**src/core/ctu_pkg.sv**
```systemverilog
// Purpose: Shared types and constants for the cascaded trigger units.
// Assumes: One 50 MHz clock; all windows and pulse widths count clock cycles.
// Notes:   Each unit takes six configuration words, first index below.

`default_nettype none

package ctu_pkg;

    // ********************************************************************
    // Widths, indices and constants
    // ********************************************************************
    localparam int unsigned CTU_W            = 16;
    localparam int unsigned CTU_U1_REG_FIRST = 40;
    localparam int unsigned CTU_U1_REG_LAST  = 45;
    localparam int unsigned CTU_U2_REG_FIRST = 46;
    localparam int unsigned CTU_U2_REG_LAST  = 51;

    typedef logic [CTU_W-1:0] ctu_word_t;

    localparam ctu_word_t CTU_ZERO = 16'h0000;
    localparam ctu_word_t CTU_ONE  = 16'h0001;
    localparam ctu_word_t CTU_MAX  = 16'hFFFF;

    // ********************************************************************
    // Modes
    // ********************************************************************
    typedef enum logic [2:0] {
        CTU_SRC_FBW,
        CTU_SRC_TMR,
        CTU_SRC_ANA,
        CTU_SRC_DIN,
        CTU_SRC_U1
    } ctu_src_t;

    typedef enum logic [2:0] {
        CTU_EVT_RISE,
        CTU_EVT_FALL,
        CTU_EVT_PLONG,
        CTU_EVT_PSHORT,
        CTU_EVT_NLONG,
        CTU_EVT_NSHORT
    } ctu_evt_t;

    typedef enum logic [1:0] {
        CTU_ENA_ALWAYS,
        CTU_ENA_ANA,
        CTU_ENA_DIN
    } ctu_ena_t;

    typedef enum logic [2:0] {
        CTU_ACT_NONE,
        CTU_ACT_REC,
        CTU_ACT_CHRONO,
        CTU_ACT_DOUT,
        CTU_ACT_SAVE,
        CTU_ACT_CLR,
        CTU_ACT_VTT
    } ctu_act_t;

    // ********************************************************************
    // Carriers
    // ********************************************************************
    typedef struct packed {
        ctu_src_t  src;
        ctu_evt_t  evt;
        ctu_ena_t  ena;
        logic      en_neg;
        ctu_act_t  act;
        ctu_word_t trg_thr;
        ctu_word_t pulse_w;
        ctu_word_t en_thr;
        ctu_word_t vtt;
    } ctu_cfg_t;

    typedef struct packed {
        ctu_word_t fb_word;
        ctu_word_t analog;
    } ctu_smp_t;

endpackage

`default_nettype wire

```
**src/core/ctu_trig_unit.sv**
```systemverilog
// Purpose: One trigger unit: source level, event detector and enable gate.
// Assumes: Sample words and the digital input are already in the clock domain.
// Notes:   Glitch widths are counted in clock cycles of the sampled level.

`default_nettype none

module ctu_trig_unit (
    input  wire logic              mclk_i,
    input  wire logic              reset_n_i,
    input  wire ctu_pkg::ctu_cfg_t cfg_i,
    input  wire ctu_pkg::ctu_smp_t smp_i,
    input  wire ctu_pkg::ctu_word_t timer_i,
    input  wire logic              din_i,
    input  wire logic              casc_lvl_i,
    input  wire logic              allow_i,
    input  wire logic              clear_i,
    output logic                   lvl_o,
    output logic                   fire_o
);

    // ********************************************************************
    // Source level and event detection
    // ********************************************************************
    logic               lvl_d;
    logic               lvl_q;
    logic               lvl_p_q;
    logic               pol;
    logic               in_pol;
    logic               ended;
    logic               rise;
    logic               fall;
    logic               g_long;
    logic               g_short;
    logic               evt;
    logic               ana_hi;
    logic               gate;
    ctu_pkg::ctu_word_t wid_d;
    ctu_pkg::ctu_word_t wid_q;

    assign lvl_d = (cfg_i.src == ctu_pkg::CTU_SRC_FBW) ? (smp_i.fb_word >= cfg_i.trg_thr) :
                   (cfg_i.src == ctu_pkg::CTU_SRC_TMR) ? (timer_i >= cfg_i.trg_thr) :
                   (cfg_i.src == ctu_pkg::CTU_SRC_ANA) ?
                       ($signed(smp_i.analog) >= $signed(cfg_i.trg_thr)) :
                   (cfg_i.src == ctu_pkg::CTU_SRC_DIN) ? din_i :
                   casc_lvl_i;

    assign rise = lvl_q && !lvl_p_q;
    assign fall = !lvl_q && lvl_p_q;

    assign pol     = (cfg_i.evt == ctu_pkg::CTU_EVT_PLONG) ||
                     (cfg_i.evt == ctu_pkg::CTU_EVT_PSHORT);
    assign in_pol  = (lvl_q == pol);
    assign ended   = (lvl_p_q == pol) && !in_pol && !clear_i;
    assign g_long  = ended && (wid_q > cfg_i.pulse_w);
    assign g_short = ended && (wid_q < cfg_i.pulse_w);

    assign evt = (cfg_i.evt == ctu_pkg::CTU_EVT_RISE)   ? rise :
                 (cfg_i.evt == ctu_pkg::CTU_EVT_FALL)   ? fall :
                 ((cfg_i.evt == ctu_pkg::CTU_EVT_PLONG) ||
                  (cfg_i.evt == ctu_pkg::CTU_EVT_NLONG)) ? g_long :
                 ((cfg_i.evt == ctu_pkg::CTU_EVT_PSHORT) ||
                  (cfg_i.evt == ctu_pkg::CTU_EVT_NSHORT)) ? g_short : 1'b0;

    // The width counter saturates so that a very long pulse never wraps short.
    assign wid_d = (clear_i || !in_pol) ? ctu_pkg::CTU_ZERO :
                   (wid_q == ctu_pkg::CTU_MAX) ? wid_q : wid_q + ctu_pkg::CTU_ONE;

    // ********************************************************************
    // Enable gate
    // ********************************************************************
    assign ana_hi = $signed(smp_i.analog) >= $signed(cfg_i.en_thr);
    assign gate   = (cfg_i.ena == ctu_pkg::CTU_ENA_ALWAYS) ? 1'b1 :
                    (cfg_i.ena == ctu_pkg::CTU_ENA_ANA) ? (ana_hi ^ cfg_i.en_neg) :
                    (din_i ^ cfg_i.en_neg);
    assign fire_o = evt && gate && allow_i;
    assign lvl_o  = lvl_q;

    always_ff @(posedge mclk_i) begin
        if (!reset_n_i) begin
            lvl_q   <= 1'b0;
            lvl_p_q <= 1'b0;
            wid_q   <= ctu_pkg::CTU_ZERO;
        end else begin
            lvl_q   <= lvl_d;
            lvl_p_q <= lvl_q;
            wid_q   <= wid_d;
        end
    end
endmodule

`default_nettype wire

```
**src/core/ctu_top.sv**
```systemverilog
// Purpose: Two cascadable trigger units of one channel with their actions.
// Assumes: Configuration and sample words come from logic on mclk_i.
// Notes:   The trigger pin is asynchronous and is synchronised here.
//
// Function
// - Two trigger units per channel, configured by words 40-45 and 46-51.
// - Each unit picks its source: fieldbus word, timer, analog, digital input.
// - Unit 2 may take unit 1 output as source, forming a cascade.
// - Rising and falling edges are selectable trigger events.
// - Glitch events: positive or negative pulse longer or shorter than set width.
// - Enable mode always passes every detected event straight to actions, except unit 2 events outside the cascade window.
// - Otherwise events gate on analog or digital level, either polarity.
// - Action may start recording, start the chronometer or set the output.
// - Action may store the timer value or clear the timer.
// - Action may start a separate timer lasting the valid trigger time.
// - In cascade, unit 2 events count only inside the window after unit 1.
// - Window expiry without unit 2 event resets the cascade.

`default_nettype none

module ctu_top (
    input  wire logic               mclk_i,
    input  wire logic               reset_n_i,
    input  wire ctu_pkg::ctu_cfg_t  u1_cfg_i,
    input  wire ctu_pkg::ctu_cfg_t  u2_cfg_i,
    input  wire ctu_pkg::ctu_smp_t  smp_i,
    input  wire logic               trig_pin_i,
    input  wire logic               dout_clr_i,
    output logic                    rec_start_o,
    output logic                    chrono_run_o,
    output ctu_pkg::ctu_word_t      chrono_o,
    output ctu_pkg::ctu_word_t      saved_o,
    output logic                    dout_o,
    output logic                    vtt_busy_o,
    output logic                    armed_o,
    output logic                    u1_fire_o,
    output logic                    u2_fire_o
);

    // ********************************************************************
    // Trigger pin synchroniser
    // ********************************************************************
    logic din_m_q;
    logic din_s_q;

    always_ff @(posedge mclk_i) begin
        if (!reset_n_i) begin
            din_m_q <= 1'b0;
            din_s_q <= 1'b0;
        end else begin
            din_m_q <= trig_pin_i;
            din_s_q <= din_m_q;
        end
    end

    // ********************************************************************
    // The two units
    // ********************************************************************
    logic               cascade;
    logic               u1_lvl;
    logic               u1_fire;
    logic               u2_fire;
    logic               u2_allow;
    logic               u2_clear;
    logic               armed_d;
    logic               armed_q;
    logic               arm;
    logic               win_exp;
    ctu_pkg::ctu_word_t win_d;
    ctu_pkg::ctu_word_t win_q;
    ctu_pkg::ctu_word_t chrono_d;
    ctu_pkg::ctu_word_t chrono_q;

    assign cascade  = (u2_cfg_i.src == ctu_pkg::CTU_SRC_U1);
    assign u2_allow = !cascade || armed_q;
    assign u2_clear = cascade && !armed_q;

    ctu_trig_unit u_unit1 (
        .mclk_i     (mclk_i),
        .reset_n_i  (reset_n_i),
        .cfg_i      (u1_cfg_i),
        .smp_i      (smp_i),
        .timer_i    (chrono_q),
        .din_i      (din_s_q),
        .casc_lvl_i (1'b0),
        .allow_i    (1'b1),
        .clear_i    (1'b0),
        .lvl_o      (u1_lvl),
        .fire_o     (u1_fire)
    );

    ctu_trig_unit u_unit2 (
        .mclk_i     (mclk_i),
        .reset_n_i  (reset_n_i),
        .cfg_i      (u2_cfg_i),
        .smp_i      (smp_i),
        .timer_i    (chrono_q),
        .din_i      (din_s_q),
        .casc_lvl_i (u1_lvl),
        .allow_i    (u2_allow),
        .clear_i    (u2_clear),
        .lvl_o      (),
        .fire_o     (u2_fire)
    );

    // ********************************************************************
    // Cascade window
    // ********************************************************************
    // A zero window never arms, so a cascade with no time set stays idle.
    assign arm     = cascade && u1_fire && (u1_cfg_i.vtt != ctu_pkg::CTU_ZERO);
    assign win_exp = armed_q && (win_q == ctu_pkg::CTU_ONE) && !u2_fire;
    assign armed_d = arm ? 1'b1 :
                     (u2_fire || win_exp || !cascade) ? 1'b0 : armed_q;
    assign win_d   = arm ? u1_cfg_i.vtt :
                     armed_d ? win_q - ctu_pkg::CTU_ONE : ctu_pkg::CTU_ZERO;

    // ********************************************************************
    // Actions
    // ********************************************************************
    logic               do_rec;
    logic               do_chrono;
    logic               do_dout;
    logic               do_save;
    logic               do_clr;
    logic               u1_vtt;
    logic               u2_vtt;
    logic               do_vtt;
    logic               run_q;
    logic               dout_q;
    logic               vtt_busy_q;
    ctu_pkg::ctu_word_t vtt_load;
    ctu_pkg::ctu_word_t vtt_d;
    ctu_pkg::ctu_word_t vtt_q;
    ctu_pkg::ctu_word_t saved_q;

    assign do_rec    = (u1_fire && u1_cfg_i.act == ctu_pkg::CTU_ACT_REC) ||
                       (u2_fire && u2_cfg_i.act == ctu_pkg::CTU_ACT_REC);
    assign do_chrono = (u1_fire && u1_cfg_i.act == ctu_pkg::CTU_ACT_CHRONO) ||
                       (u2_fire && u2_cfg_i.act == ctu_pkg::CTU_ACT_CHRONO);
    assign do_dout   = (u1_fire && u1_cfg_i.act == ctu_pkg::CTU_ACT_DOUT) ||
                       (u2_fire && u2_cfg_i.act == ctu_pkg::CTU_ACT_DOUT);
    assign do_save   = (u1_fire && u1_cfg_i.act == ctu_pkg::CTU_ACT_SAVE) ||
                       (u2_fire && u2_cfg_i.act == ctu_pkg::CTU_ACT_SAVE);
    assign do_clr    = (u1_fire && u1_cfg_i.act == ctu_pkg::CTU_ACT_CLR) ||
                       (u2_fire && u2_cfg_i.act == ctu_pkg::CTU_ACT_CLR);
    assign u1_vtt    = u1_fire && u1_cfg_i.act == ctu_pkg::CTU_ACT_VTT;
    assign u2_vtt    = u2_fire && u2_cfg_i.act == ctu_pkg::CTU_ACT_VTT;
    assign do_vtt    = u1_vtt || u2_vtt;
    assign vtt_load  = u2_vtt ? u2_cfg_i.vtt : u1_cfg_i.vtt;

    // Clear beats counting, so a clear lands on zero even while running.
    assign chrono_d = do_clr ? ctu_pkg::CTU_ZERO :
                      run_q ? chrono_q + ctu_pkg::CTU_ONE : chrono_q;
    assign vtt_d    = do_vtt ? vtt_load :
                      (vtt_q != ctu_pkg::CTU_ZERO) ? vtt_q - ctu_pkg::CTU_ONE : vtt_q;

    always_ff @(posedge mclk_i) begin
        if (!reset_n_i) begin
            armed_q    <= 1'b0;
            win_q      <= ctu_pkg::CTU_ZERO;
            run_q      <= 1'b0;
            chrono_q   <= ctu_pkg::CTU_ZERO;
            saved_q    <= ctu_pkg::CTU_ZERO;
            dout_q     <= 1'b0;
            vtt_q      <= ctu_pkg::CTU_ZERO;
            vtt_busy_q <= 1'b0;
        end else begin
            armed_q    <= armed_d;
            win_q      <= win_d;
            run_q      <= run_q || do_chrono;
            chrono_q   <= chrono_d;
            saved_q    <= do_save ? chrono_q : saved_q;
            dout_q     <= do_dout || (dout_q && !dout_clr_i);
            vtt_q      <= vtt_d;
            vtt_busy_q <= (vtt_d != ctu_pkg::CTU_ZERO);
        end
    end

    // ********************************************************************
    // Registered outputs
    // ********************************************************************
    always_ff @(posedge mclk_i) begin
        if (!reset_n_i) begin
            rec_start_o <= 1'b0;
            u1_fire_o   <= 1'b0;
            u2_fire_o   <= 1'b0;
        end else begin
            rec_start_o <= do_rec;
            u1_fire_o   <= u1_fire;
            u2_fire_o   <= u2_fire;
        end
    end

    assign chrono_run_o = run_q;
    assign chrono_o     = chrono_q;
    assign saved_o      = saved_q;
    assign dout_o       = dout_q;
    assign vtt_busy_o   = vtt_busy_q;
    assign armed_o      = armed_q;
endmodule

`default_nettype wire

```
**config.mk**
```make
export PLATFORM = sky130hd
export DESIGN_NAME = ctu_top
export DESIGN_NICKNAME = d
export VERILOG_FILES = /design/src/core/ctu_pkg.sv /design/src/core/ctu_trig_unit.sv /design/src/core/ctu_top.sv
export SDC_FILE = /design/constraint.sdc
export NUM_CORES = 1
export LEC_CHECK = 0
export ABC_CLOCK_PERIOD_IN_PS = 5210
export CAP_MARGIN = 30
export CELL_PAD_IN_SITES_DETAIL_PLACEMENT = 1
export CELL_PAD_IN_SITES_GLOBAL_PLACEMENT = 1
export CORE_MARGIN = 5
export CORE_UTILIZATION = 48
export DETAILED_ROUTE_END_ITERATION = 12
export DONT_BUFFER_PORTS = 1
export PLACE_DENSITY_LB_ADDON = 0.25
export SYNTH_ARGS = -nofsm -noshare
export SYNTH_HDL_FRONTEND = slang
export SYNTH_SLANG_ARGS = --single-unit
```
**constraint.sdc**
```tcl
create_clock -name mclk_i -period 5.21 [get_ports mclk_i]
set_input_delay 1.3025 -clock mclk_i [delete_from_list [all_inputs] [get_ports mclk_i]]
set_output_delay 1.3025 -clock mclk_i [all_outputs]
set_load 0.03 [all_outputs]
```
==> qor.log <==
qor: critical_path.cp_data_arrival_time 4.90 ns
qor: cts.clock_tree.buffer_depth 2
qor: power_and_ir_drop.power.share.clock 31.1%
qor: power_and_ir_drop.power.share.switching 32.6%
qor: final_layout.antennaDiodeCount 0
qor: yosys.synthesized_instance_count 1126
qor: power_and_ir_drop.sequentialPowerShare 36.4%
qor: sta.max-slew-margin-rel 45.9%
qor: critical_path.worst_setup_path_end_kind register
qor: power_and_ir_drop.power.static_leakage 4.75 nW
qor: critical_path.crit_fanout 20
qor: final_layout.layout.cells.most_common sky130_fd_sc_hd__ha_1
qor: critical_path.worst_setup_path_start_kind primary input
qor: yosys.post_synth_num_cell_types 60
qor: die.design.die.area 0.0219 sq mm
qor: yosys.synthArstFlopShare 0%
qor: final_layout.post_route_cells_drive_above_1_share 3.71%
qor: die.dieHeight 148 microns
qor: final_layout.area_delta_synth_final 7.13%
qor: placement.gp_congestion 0.885
qor: critical_path.critical_path_class in2reg
qor: critical_path.worst_path_max_delay_cell sky130_fd_sc_hd__o41a_1
qor: yosys.syn_area_per_cell 8.11 sq um
qor: yosys.synth_nets 1481
qor: die.placementRows 50
qor: placement.place_ws 0.218 ns
qor: yosys.synth_warnings 0
qor: cts.numCtsBuffers 9
qor: cts.clkSlewWorstSetupHoldPaths 0.07 ns
qor: yosys.number_of_enable_type_register_cells_in_the_synthesized_netlist 0
qor: yosys.synth.top_cells.by_area sky130_fd_sc_hd__dfxtp_1 (24%), sky130_fd_sc_hd__ha_1 (23%), sky130_fd_sc_hd__nor2_1 (6.0%)
qor: yosys.synth_ff_type sky130_fd_sc_hd__dfxtp_1
qor: sta.count_of_endpoints_failing_setup_in_the_final_report 0
qor: detailed_routing.routed_wirelength 27.9 mm
qor: detailed_routing.drt_iter0_markers 245
qor: yosys.yosys_register_bits 109
qor: detailed_routing.drcViolationCount 0
qor: cts.clock-sinks 109
qor: hold_path.hold_path_class reg2reg
qor: global_route.grt_pass1_vias 8586
qor: yosys.top_cell_type_s_share_of_synthesized_area 23.9%
qor: cts.clock_insertion_delay_worst_skew 0.36 ns
qor: cts.cts-htree-levels 3
qor: placement.place_area 0.00944 sq mm
qor: critical_path.cp_num_buf_inv 2
qor: final_layout.final_nets 1483
qor: global_route.largest_net_degree_at_the_start_of_global_routing 47
qor: outcome.outcome finished clean
qor: detailed_routing.postRouteAntennaNets 0
qor: yosys.synthesis.area 0.00913 sq mm
qor: power_and_ir_drop.p_sw 0.833 mW
qor: cts.cts_resizes 0
qor: sta.final_min_period_over_clock_period 89.2%
qor: power_and_ir_drop.combinationalPowerShare 32.5%
qor: sta.min_period 4.65 ns
qor: cts.post_cts_setup_repair_buffer_count 0
qor: critical_path.cpPeakStageDelay 0.43 ns
qor: final_layout.stdcell_area 0.00978 sq mm
qor: sta.max_slew_violation_count 0
qor: power_and_ir_drop.internal_power 1.72 mW
qor: global_route.grt_pass1_wl 44.2 mm
qor: critical_path.cp_top_family compound AO/OA/AOI/OAI gates
qor: cts.holdBufCountCts 0
qor: sta.rsz0062_at_grt no
qor: yosys.synth_area_leader_cell sky130_fd_sc_hd__dfxtp_1
qor: final_layout.mostFrequentLayoutCells sky130_fd_sc_hd__ha_1 (167), sky130_fd_sc_hd__nor2_1 (145), sky130_fd_sc_hd__inv_1 (117), sky130_fd_sc_hd__dfxtp_1 (109), sky130_fd_sc_hd__a21oi_1 (76)
qor: final_layout.num-fill-cells 2288
qor: global_route.globalRouteOverflowTotal 0
qor: placement.io_buffers 0
qor: sta.fmax 0.215 GHz
qor: sta.transition_time_at_the_pin_with_the_least_slew_margin 0.803 ns
qor: global_route.track_usage 25.2%
qor: cts.cts_tree yes
qor: sta.finalHoldViolCount 0
qor: placement.post-dp-hpwl 23.3 mm
qor: sta.fin_setup_tns 0 ns
qor: detailed_routing.routed.top_layer met5
qor: die.initial_util 48.8%
qor: power_and_ir_drop.power_density 261 mW/mm^2
qor: sta.final_critical_path_setup_slack 0.561 ns
qor: sta.clock-skew-final 0.0121 ns
qor: detailed_routing.vias_per_cell 5.95
qor: global_route.initial_antenna_violation_count 2
qor: detailed_routing.drt_pass1_iterations 4
qor: detailed_routing.detail_route.wl_per_cell 20.4 microns
qor: power_and_ir_drop.ir_worst_vdd 0.173 mV
qor: detailed_routing.route.met2.wl 13.8 mm
qor: detailed_routing.met1_length 11.8 mm
qor: flow_run.timing.max_cap.violations 0
qor: yosys.seq_area_frac_synth 23.9%
qor: detailed_routing.total_number_of_vias 8127
qor: cts.clockRootBuffer sky130_fd_sc_hd__clkbuf_16
qor: die.die_w 148 microns
qor: critical_path.critPathRequiredTime 5.46 ns
qor: detailed_routing.amount_of_wire_on_met3_after_detailed_routing 1.59 mm
qor: critical_path.crit_chain inv_1 > ha_1 > nand4_1 > or2_2 > o311ai_0 > a21boi_0 > o311ai_0 > buf_4 > or3_1 > or2_4 > mux2_2 > mux2i_1 > nand4_1 > o41a_1
qor: die.num_io_pins 227
qor: die.floorplan.core_area 0.0187 sq mm
==> logic make-up after synthesis <==
family	count (synthesis)	share of synthesized area (%)
and+or+nand+nor	404	22.2
AOI/OAI and AO/OA	197	13.7
adders and majority gates	167	22.9
buffers and inverters	137	5.77
DFF	109	23.9
xor gates and xnor gates	66	6.33
muxes	46	5.15
==> layout make-up <==
type                    instances  area, sq um  share of cell area (%)
repair buffers                 11         95.1                   0.972
clock inverters                 4         97.6                   0.998
multi-input cells             880         6430                    65.8
clock buffers                  10          239                    2.44
inverters                     117          439                    4.49
flip-flops and latches        109         2180                    22.3
well taps                     234          293                    2.99
==> layer usage <==
layer,vias to the layer above,track usage (%)
met5,-,0
met4,4,7.44
met3,53,6.44
met2,202,45.6
met1,3880,29.4
li1,3988,-
==> cell usage after synthesis (3+ instances only) <==
library cell,n
sky130_fd_sc_hd__nand3b_1,3
sky130_fd_sc_hd__buf_2,4
sky130_fd_sc_hd__and3_1,7
sky130_fd_sc_hd__or3_1,8
sky130_fd_sc_hd__ha_1,167
sky130_fd_sc_hd__a21o_1,34
sky130_fd_sc_hd__nand3_1,34
sky130_fd_sc_hd__a22oi_1,9
sky130_fd_sc_hd__nand2b_1,14
sky130_fd_sc_hd__or4_1,4
sky130_fd_sc_hd__mux2i_1,38
sky130_fd_sc_hd__nand2_1,58
sky130_fd_sc_hd__nor2b_1,17
sky130_fd_sc_hd__mux2_2,6
sky130_fd_sc_hd__nand4_1,38
sky130_fd_sc_hd__xnor2_1,27
sky130_fd_sc_hd__o21ai_0,23
sky130_fd_sc_hd__clkbuf_1,15
sky130_fd_sc_hd__a211oi_1,6
sky130_fd_sc_hd__a31oi_1,7
sky130_fd_sc_hd__o211ai_1,7
sky130_fd_sc_hd__nor4_1,17
sky130_fd_sc_hd__dfxtp_1,109
sky130_fd_sc_hd__and4_1,6
sky130_fd_sc_hd__xor2_1,39
sky130_fd_sc_hd__o21a_1,11
sky130_fd_sc_hd__nor3_1,22
sky130_fd_sc_hd__a2111oi_0,4
sky130_fd_sc_hd__inv_1,117
sky130_fd_sc_hd__nor2_1,145
sky130_fd_sc_hd__and2_1,6
sky130_fd_sc_hd__a21oi_1,77
sky130_fd_sc_hd__nor3b_1,12
==> path summary, 6_finish.rpt <==
path                           from          to  slack [ns]  depth (start not counted)
setup / recovery       u1_cfg_i[47]  vtt_busy_o        0.56                         14
hold / removal              din_m_q     din_s_q        0.45                          1
setup reg to reg  u_unit1.wid_q[13]  vtt_busy_o        1.13                         13
hold reg to reg             din_m_q     din_s_q        0.45                          1
==> power by group through the flow <==
stage               Combinational (mW)  Clock, mW  Sequential [mW]
finish                           0.832      0.794            0.931
floorplan                        0.628          0            0.935
global route                     0.938      0.848            0.937
detailed placement               0.818          0            0.949
global placement                 0.775          0            0.946
CTS                              0.836      0.815            0.930
==> sequential cells by signal, summed over array words and instances, names as in the netlist, 16 cells and up <==
name	cells
vtt_q	16
u_unit2.wid_q	16
win_q	16
saved_o	16
u_unit1.wid_q	16
chrono_o	16
==> through the flow <==
stage               power [mW]  hold slack [ns]  cells  util (%)
floorplan                 1.56            0.412   1126         -
global placement          1.72            0.435   1351      50.5
detailed placement        1.77            0.428   1351      50.5
CTS                       2.58            0.454   1365      52.3
global route              2.72            0.476   1365      52.3
finish                    2.56            0.453   1365      52.3
Note: power is estimated with default switching activity, not from simulation.
